===== src/rms_consts.svh =====
// constants for the reset and mode select block
`ifndef RMS_CONSTS_SVH
`define RMS_CONSTS_SVH
`define RMS_CLK_HZ            20000000
`define RMS_RST_MIN_PERIODS   6
`define RMS_SRST_BIT          3
`define RMS_BR8_NT_BIT        0
`define RMS_ADDR_SOFT_RESET   4'h0
`define RMS_ADDR_BR8          4'h8
`define RMS_ADDR_FREF_CTRL    4'h9
`define RMS_ADDR_STATUS       4'ha
`define RMS_ADDR_TDM_FMT      4'hb
`define RMS_FREF_OUT_BIT      0
`define RMS_RESET_BYTE        8'h00
`endif


===== src/rms_keep.sv =====
// (none)


===== src/rms_pkg.sv =====
// types for the reset and mode select block
package rms_pkg;
  typedef enum logic [1:0] {
    RMS_FMT_SHORT = 2'h0,
    RMS_FMT_LONG  = 2'h1,
    RMS_FMT_GCI   = 2'h2,
    RMS_FMT_TSA   = 2'h3
  } rms_fmt_e;
  typedef enum logic [1:0] {
    RMS_ST_RESET = 2'h1,
    RMS_ST_RUN   = 2'h2
  } rms_state_e;
  typedef struct packed {
    logic     network_side_mode;
    logic     controller_mode;
    logic     parallel_port;
    rms_fmt_e tdm_format;
  } rms_mode_s;
endpackage


===== src/rms_reset_mode.sv =====
// reset sequencing and operating mode selection
// Notes on behaviour
// [RULE1] reset pin low holds reset, high runs
// [RULE2] soft reset bit three forces reset
// [RULE3] outside holds reset six clock periods
// [RULE4] reset restores every control register default
// [RULE5] master data clock, frame sync halt; here they halt only in soft reset in controller mode
// [RULE6] reset: low impedance driver, wakeup off
// [RULE7] line side pin high network side
// [RULE8] register eight bit zero overrides side
// [RULE9] host bus pin picks controller or gci
// [RULE10] controller mode: tdm carries only traffic
// [RULE11] controller tdm has four frame formats
// [RULE12] gci mode disables serial control port
// [RULE13] port style pin picks parallel or serial
// [RULE14] exchange side: reference pin is input
// [RULE15] network controller mode may drive reference; here the enabled pin only ever drives low
// [RULE16] straps synchronised, applied only in reset
//
// Chosen here: the placing of the registers and strobed register access.
`timescale 1ns/1ps
`include "rms_consts.svh"
module rms_reset_mode (
  // clock and reset
  input  wire logic              clk_sys,
  input  wire logic              rst_b,
  // strap pins
  input  wire logic              line_side_select,
  input  wire logic              host_bus_select,
  input  wire logic              port_style_select,
  input  wire logic              master_timing,
  // register port
  input  wire logic [3:0]        reg_addr,
  input  wire logic [7:0]        reg_wdata,
  input  wire logic              reg_wr,
  input  wire logic              reg_rd,
  output logic      [7:0]        reg_rdata,
  // mode and control outputs
  output rms_pkg::rms_mode_s     mode,
  output logic                   core_reset,
  output logic                   tdm_clock_enable,
  output logic                   tdm_carries_control,
  output logic                   serial_control_port_en,
  output logic                   parallel_control_port_en,
  output logic                   gci_pin_functions,
  output logic                   tx_low_impedance,
  output logic                   wakeup_detect_en,
  // frequency reference pin
  input  wire logic              frequency_reference_pin_in,
  output logic                   frequency_reference_pin_out,
  output logic                   frequency_reference_pin_oe,
  output logic                   fref_8k_tick
);
  // pins from outside: two flip-flops each, stage one read only by stage two
  logic [4:0] sync1_reg, sync2_reg;
  logic [4:0] pins;
  assign pins = {frequency_reference_pin_in, master_timing, port_style_select, host_bus_select, line_side_select};

  // no reset here: the straps must already stand in stage two at the first edge after release,
  // or the latch in reset would only ever see the flip-flops' reset value
  always_ff @(posedge clk_sys) begin
    sync1_reg <= pins;
    sync2_reg <= sync1_reg;
  end

  // soft reset and configuration registers
  logic [7:0] soft_reset_register_reg, soft_reset_register_next;
  logic [7:0] br8_reg, br8_next;
  logic [7:0] fref_ctrl_reg, fref_ctrl_next;
  logic [7:0] fmt_reg, fmt_next;
  logic [7:0] rdata_reg, rdata_next;
  logic       strap_nt_reg, strap_nt_next;
  logic       strap_mcu_reg, strap_mcu_next;
  logic       strap_par_reg, strap_par_next;
  logic       strap_ms_reg, strap_ms_next;
  logic       br8_valid_reg, br8_valid_next;
  logic       fref_q_reg, fref_q_next;
  logic       fref_tick_reg, fref_tick_next;
  rms_pkg::rms_state_e state_reg, state_next;
  logic       soft_rst;
  logic       in_reset;

  assign soft_rst = soft_reset_register_reg[`RMS_SRST_BIT]; // RULE2
  // hardware reset clears state asynchronously; soft reset holds the same condition
  assign in_reset = (state_reg == rms_pkg::RMS_ST_RESET) || soft_rst; // RULE1

  function automatic logic addr_hit(input logic [3:0] a, input logic [3:0] b, input logic s);
    addr_hit = s && (a == b);
  endfunction

  always_comb begin
    soft_reset_register_next = soft_reset_register_reg;
    br8_next                 = br8_reg;
    fref_ctrl_next           = fref_ctrl_reg;
    fmt_next                 = fmt_reg;
    rdata_next               = 8'h00;
    strap_nt_next            = strap_nt_reg;
    strap_mcu_next           = strap_mcu_reg;
    strap_par_next           = strap_par_reg;
    strap_ms_next            = strap_ms_reg;
    br8_valid_next           = br8_valid_reg;
    fref_q_next              = sync2_reg[4];
    fref_tick_next           = sync2_reg[4] && !fref_q_reg;
    state_next               = rms_pkg::RMS_ST_RUN;
    case (state_reg)
      rms_pkg::RMS_ST_RESET: state_next = rms_pkg::RMS_ST_RUN;
      rms_pkg::RMS_ST_RUN:   state_next = rms_pkg::RMS_ST_RUN;
      default:               state_next = rms_pkg::RMS_ST_RESET;
    endcase
    // straps only take effect while reset holds, so only register writes move mode mid-operation
    if (in_reset) begin
      strap_nt_next  = sync2_reg[0]; // RULE16
      strap_mcu_next = sync2_reg[1]; // RULE16
      strap_par_next = sync2_reg[2]; // RULE16
      strap_ms_next  = sync2_reg[3]; // RULE16
    end
    // soft reset restores the other registers to defaults too
    if (soft_rst) begin
      br8_next       = `RMS_RESET_BYTE; // RULE4
      fref_ctrl_next = `RMS_RESET_BYTE; // RULE4
      fmt_next       = `RMS_RESET_BYTE; // RULE4
      br8_valid_next = 1'b0;
    end
    if (addr_hit(reg_addr, `RMS_ADDR_SOFT_RESET, reg_wr)) begin
      soft_reset_register_next = reg_wdata;
    end
    if (addr_hit(reg_addr, `RMS_ADDR_BR8, reg_wr)) begin
      br8_next       = reg_wdata;
      br8_valid_next = 1'b1; // RULE8
    end
    if (addr_hit(reg_addr, `RMS_ADDR_FREF_CTRL, reg_wr)) begin
      fref_ctrl_next = reg_wdata;
    end
    if (addr_hit(reg_addr, `RMS_ADDR_TDM_FMT, reg_wr)) begin
      fmt_next = {6'h00, reg_wdata[1:0]}; // RULE11
    end
    if (reg_rd) begin
      case (reg_addr)
        `RMS_ADDR_SOFT_RESET: rdata_next = soft_reset_register_reg;
        `RMS_ADDR_BR8:        rdata_next = br8_reg;
        `RMS_ADDR_FREF_CTRL:  rdata_next = fref_ctrl_reg;
        `RMS_ADDR_TDM_FMT:    rdata_next = fmt_reg;
        `RMS_ADDR_STATUS:     rdata_next = {3'h0, in_reset, strap_ms_reg, mode.parallel_port,
                                            mode.controller_mode, mode.network_side_mode};
        default:              rdata_next = 8'h00;
      endcase
    end
  end

  always_ff @(posedge clk_sys or negedge rst_b) begin
    if (!rst_b) begin
      soft_reset_register_reg <= `RMS_RESET_BYTE; // RULE4
      br8_reg                 <= `RMS_RESET_BYTE; // RULE4
      fref_ctrl_reg           <= `RMS_RESET_BYTE; // RULE4
      fmt_reg                 <= `RMS_RESET_BYTE; // RULE4
      rdata_reg               <= 8'h00;
      strap_nt_reg            <= 1'b0;
      strap_mcu_reg           <= 1'b0;
      strap_par_reg           <= 1'b0;
      strap_ms_reg            <= 1'b0;
      br8_valid_reg           <= 1'b0;
      fref_q_reg              <= 1'b0;
      fref_tick_reg           <= 1'b0;
      state_reg               <= rms_pkg::RMS_ST_RESET; // RULE1
    end else begin
      soft_reset_register_reg <= soft_reset_register_next;
      br8_reg                 <= br8_next;
      fref_ctrl_reg           <= fref_ctrl_next;
      fmt_reg                 <= fmt_next;
      rdata_reg               <= rdata_next;
      strap_nt_reg            <= strap_nt_next;
      strap_mcu_reg           <= strap_mcu_next;
      strap_par_reg           <= strap_par_next;
      strap_ms_reg            <= strap_ms_next;
      br8_valid_reg           <= br8_valid_next;
      fref_q_reg              <= fref_q_next;
      fref_tick_reg           <= fref_tick_next;
      state_reg               <= state_next;
    end
  end

  // register bit wins once software has written it; until then the strap decides
  always_comb begin
    mode.network_side_mode = br8_valid_reg ? br8_reg[`RMS_BR8_NT_BIT] : strap_nt_reg; // RULE7 RULE8
    mode.controller_mode   = strap_mcu_reg; // RULE9
    mode.parallel_port     = strap_mcu_reg && strap_par_reg; // RULE13
    mode.tdm_format        = strap_mcu_reg ? rms_pkg::rms_fmt_e'(fmt_reg[1:0]) : rms_pkg::RMS_FMT_GCI; // RULE11
  end

  assign reg_rdata                = rdata_reg;
  assign core_reset               = in_reset;
  // master clocks halt only in soft reset in controller mode; slave clocks come from outside and are not ours
  assign tdm_clock_enable         = !(in_reset && strap_mcu_reg && strap_ms_reg); // RULE5
  assign tdm_carries_control      = !strap_mcu_reg; // RULE10 RULE12
  assign serial_control_port_en   = strap_mcu_reg && !strap_par_reg; // RULE12 RULE13
  assign parallel_control_port_en = strap_mcu_reg && strap_par_reg; // RULE13
  assign gci_pin_functions        = !strap_mcu_reg; // RULE12
  assign tx_low_impedance         = in_reset; // RULE6
  assign wakeup_detect_en         = !in_reset; // RULE6
  // reference pin is input unless network side, controller mode, out of reset, and enabled
  assign frequency_reference_pin_oe  = mode.network_side_mode && strap_mcu_reg && !in_reset &&
                                       fref_ctrl_reg[`RMS_FREF_OUT_BIT]; // RULE15 RULE14
  assign frequency_reference_pin_out = fref_q_reg && 1'b0;
  assign fref_8k_tick                = fref_tick_reg && !mode.network_side_mode; // RULE14
endmodule


===== config.mk =====
export PLATFORM = sky130hd
export DESIGN_NAME = rms_reset_mode
export DESIGN_NICKNAME = d
export VERILOG_FILES = /design/src/rms_keep.sv /design/src/rms_pkg.sv /design/src/rms_reset_mode.sv
export VERILOG_INCLUDE_DIRS = /design/src
export SDC_FILE = /design/constraint.sdc
export NUM_CORES = 1
export LEC_CHECK = 0
export ABC_AREA = 0
export BUFFER_PORTS_ARGS = -buffer_cell sky130_fd_sc_hd__buf_2
export CORE_ASPECT_RATIO = 2
export CORE_MARGIN = 3
export CORE_UTILIZATION = 58
export CTS_CLUSTER_DIAMETER = 40
export DETAILED_ROUTE_END_ITERATION = 10
export PLACE_DENSITY = 0.91
export SLEW_MARGIN = 10
export SYNTH_ARGS = -nofsm -noshare
export SYNTH_HDL_FRONTEND = slang
export SYNTH_SLANG_ARGS = --single-unit

===== constraint.sdc =====
create_clock -name clk_sys -period 3.3 [get_ports clk_sys]
set_input_delay 0.495 -clock clk_sys [delete_from_list [all_inputs] [get_ports clk_sys]]
set_output_delay 0.495 -clock clk_sys [all_outputs]
set_load 0.01 [all_outputs]

==> flow_metrics.py <==
metrics = {
    "run_status": {
        "outcome": "complete, no violations",
    },
    "global_routing": {
        "grt_pass1_vias": 1582,
        "grt_max_degree": 44,
        "antenna_found_initial": 0,
        "grtUsageTotal_pct": 20.3,
        "grt_overflow": 0,
        "grt_pass1_wl_um": 7320,
    },
    "timing": {
        "fin_tns_setup_ns": 0,
        "max_freq_mhz": 437,
        "rsz0062_at_grt": "false",
        "finalCritPeriodShare_pct": 69.4,
        "hold_violations": 0,
        "worst_pin_slew_ns": 0.930,
        "clock_skew_ns": 0.0107,
        "setup_slack_ns": 1.01,
        "fin_crit_ns": 2.29,
        "slew_headroom_pct": 38.0,
        "maxSlewViolCount": 0,
        "setup-violations-final": 0,
    },
    "pwr": {
        "ir_worst_vdd_uv": 433,
        "leakage_nw": 1.29,
        "p_per_area_mw_per_mm2": 537,
    },
    "die": {
        "die_w_um": 50.9,
        "start_util_pct": 60.3,
        "core.rowCount": 32,
        "ios": 45,
        "coreArea_sq_mm": 0.00388,
        "dieArea_sq_mm": 0.00489,
        "dieHeight_um": 95.9,
    },
    "routing": {
        "drt_iter0_markers": 45,
        "drt-pass1-iter-count": 4,
        "vias": 1490,
        "ant_nets": 0,
        "wl_per_cell_um": 15.8,
        "wirelength_um": 4320,
        "via_per_inst": 5.44,
        "drc": 0,
    },
    "finish": {
        "finish.instance_area_sq_mm": 0.00263,
        "fin_nets": 244,
        "drive_gt1_share_pct": 43.0,
        "multi_input_area_sq_um": 942,
        "fill_cells": 291,
        "seq_area_sq_mm": 0.00128,
        "n_antenna_cell": 0,
        "syn_to_final_growth_pct": 12.3,
    },
    "clock_tree": {
        "cts_tree": "built",
        "cts-root-buf": "clkbuf_8",
        "post_cts_buffers": 0,
        "cts_buffers": 5,
        "cts_buffer_depth": 2,
        "cts_sinks": 53,
        "cts_resized": 0,
        "cts_htree_levels": 2,
        "worstSkewPairLatency_ns": 0.31,
        "cts.clk_slew.worst_paths_ns": 0.09,
        "cts_hold_buf": 0,
    },
    "synth": {
        "synth_top_family_by_area": "multiplexers",
        "synth.avg_cell_area_sq_um": 12.5,
        "yosysSeqAreaShare_pct": 54.5,
        "synth_cell_types": 39,
        "synth_compound_area_share_pct": 4.32,
        "syn_nets": 209,
        "synth_top_flop_cell": "dfrtp_1",
        "synthAdderAreaFrac_pct": 0.534,
        "synth-xor-area-share_pct": 0,
        "ys_warn_count": 0,
        "syn_inst": 187,
        "syn_area_sq_mm": 0.00234,
        "synth-simple-area-share_pct": 16.2,
        "yosys-top-cells-area": "dfrtp_1 (45%), mux2_2 (13%), dfxtp_1 (8.5%)",
        "synth_area_leader_cell": "dfrtp_1",
        "yosysMostFrequentCell": "dfrtp_1",
        "synth_commonest_cells": "dfrtp_1 (42), mux2_2 (28), nor2b_1 (19), dfxtp_1 (10), mux2_4 (8)",
        "synth_top_area_share_pct": 44.8,
        "async_reset_ff_share_pct": 81.1,
        "ys_ff_latch": 53,
        "muxShareOfSynthArea_pct": 19.0,
        "synth_edf_count": 0,
    },
    "placed_design": {
        "dp_hpwl_um": 3160,
        "postPlaceCellArea_sq_mm": 0.00252,
        "dp_slack_ns": 1.20,
        "portBuffers": 43,
        "gp_congestion": 0.835,
    },
    "worst_setup_path": {
        "path_class": "flip-flop to output port",
        "critPathLaunchType": "flip-flop",
        "end_kind": "output port",
        "slowest_stage": "dfrtp_1",
        "crit_end": "frequency_reference_pin_oe",
        "slowest_delay_ns": 0.63,
        "cp.required_ns": 2.80,
        "ff2ff_setup_slack_ns": 1.71,
        "worst_ep_arrival_time_ns": 1.80,
        "r2r_cells": 2,
        "path_max_fanout": 22,
        "r2r_end": "strap_par_reg$_DFFE_PN0N_",
        "cp-startpoint": "soft_reset_register_reg[3]$_DFFE_PN0P_",
        "path_cells": "or2_2 -> nor3_1 -> buf_2",
        "r2r-start": "soft_reset_register_reg[3]$_DFFE_PN0P_",
    },
    "hold_path": {
        "worstHoldPathType": "primary input to flip-flop",
        "min_from": "line_side_select",
    },
    "job": {
        "cap_violations": 0,
    },
}
## layer usage
metal	track usage [%]	vias to the layer above	share of wire, %
met3	3.57	11	3.4
met1	22.2	737	39
met5	0	-	0
met2	35.9	35	54
li1	-	707	-
met4	11.9	0	3.2
## cell type report
type                       count  share of cell area [%]
sequential                    53                    48.5
clock inverter                 2                   0.665
tap                           51                    2.42
inverter                       6                   0.856
multi-input combinational    113                    35.8
timing repair buffer          43                    8.17
clock buffer                   6                    3.56
## metrics by stage
stage          utilization [%]  total power [mW]  cells  hold slack [ns]
4_1_cts                   67.8              1.43    274            0.263
6_report                  67.8              1.41    274            0.280
3_3_place_gp              64.9              1.00    266            0.312
3_5_place_dp              64.9              1.01    266            0.315
2_1_floorplan                -             0.930    187            0.199
5_1_grt                   67.8              1.48    274            0.258
## report_power, final
part | switching, mW | total, mW | internal (mW)
clock network | 0.215 | 0.415 | 0.201
logic | 0.121 | 0.237 | 0.116
registers | 0.0554 | 0.762 | 0.706
total | 0.391 | 1.41 | 1.02
## cells by family (layout without fill, tap and decap cells)
logic type / count (synthesis) / count (layout)
adder cells (fa/ha/maj): 1 / 1
AND/OR/NAND/NOR: 57 / 57
other: 1 / 1
flip-flops: 53 / 53
multiplexers: 37 / 37
buffers and inverters: 21 / 57
AO/OA/AOI/OAI: 17 / 17
## worst min path at each step
stage | cells past startpoint | to | slack [ns]
finish | 1 | sync1_reg[0]$_DFF_P_ | 0.28
global route | 1 | sync1_reg[4]$_DFF_P_ | 0.26
floorplan | 0 | br8_reg[0]$_DFFE_PN0P_ | 0.20
global placement | 0 | sync2_reg[3]$_DFF_P_ | 0.31
CTS | 1 | sync1_reg[4]$_DFF_P_ | 0.26
detailed placement | 0 | sync2_reg[4]$_DFF_P_ | 0.31
## worst max-delay path, delay by kind of cell, from the launching register on
| family | cells | cell delay [ns] |
|---|---|---|
| buffers and inverters | 1 | 0.16 |
| flip-flops | 1 | 0.63 |
| AND/OR/NAND/NOR | 2 | 0.70 |
## cells in the final DEF, fill, tap and decap left out, types with 3 or more instances in the layout
| cell | instances |
|---|---|
| nor3b_1 | 4 |
| inv_1 | 6 |
| nand2_1 | 4 |
| nor2b_1 | 19 |
| nand3_1 | 3 |
| nor2_1 | 6 |
| dfrtp_1 | 42 |
| a22oi_1 | 4 |
| a21oi_1 | 3 |
| and2_1 | 3 |
| and3_1 | 4 |
| clkbuf_8 | 5 |
| mux2_4 | 8 |
| dfxtp_1 | 10 |
| buf_2 | 43 |
| mux2_2 | 28 |
| o21ai_0 | 6 |
Note: power is estimated with default switching activity, not from simulation.
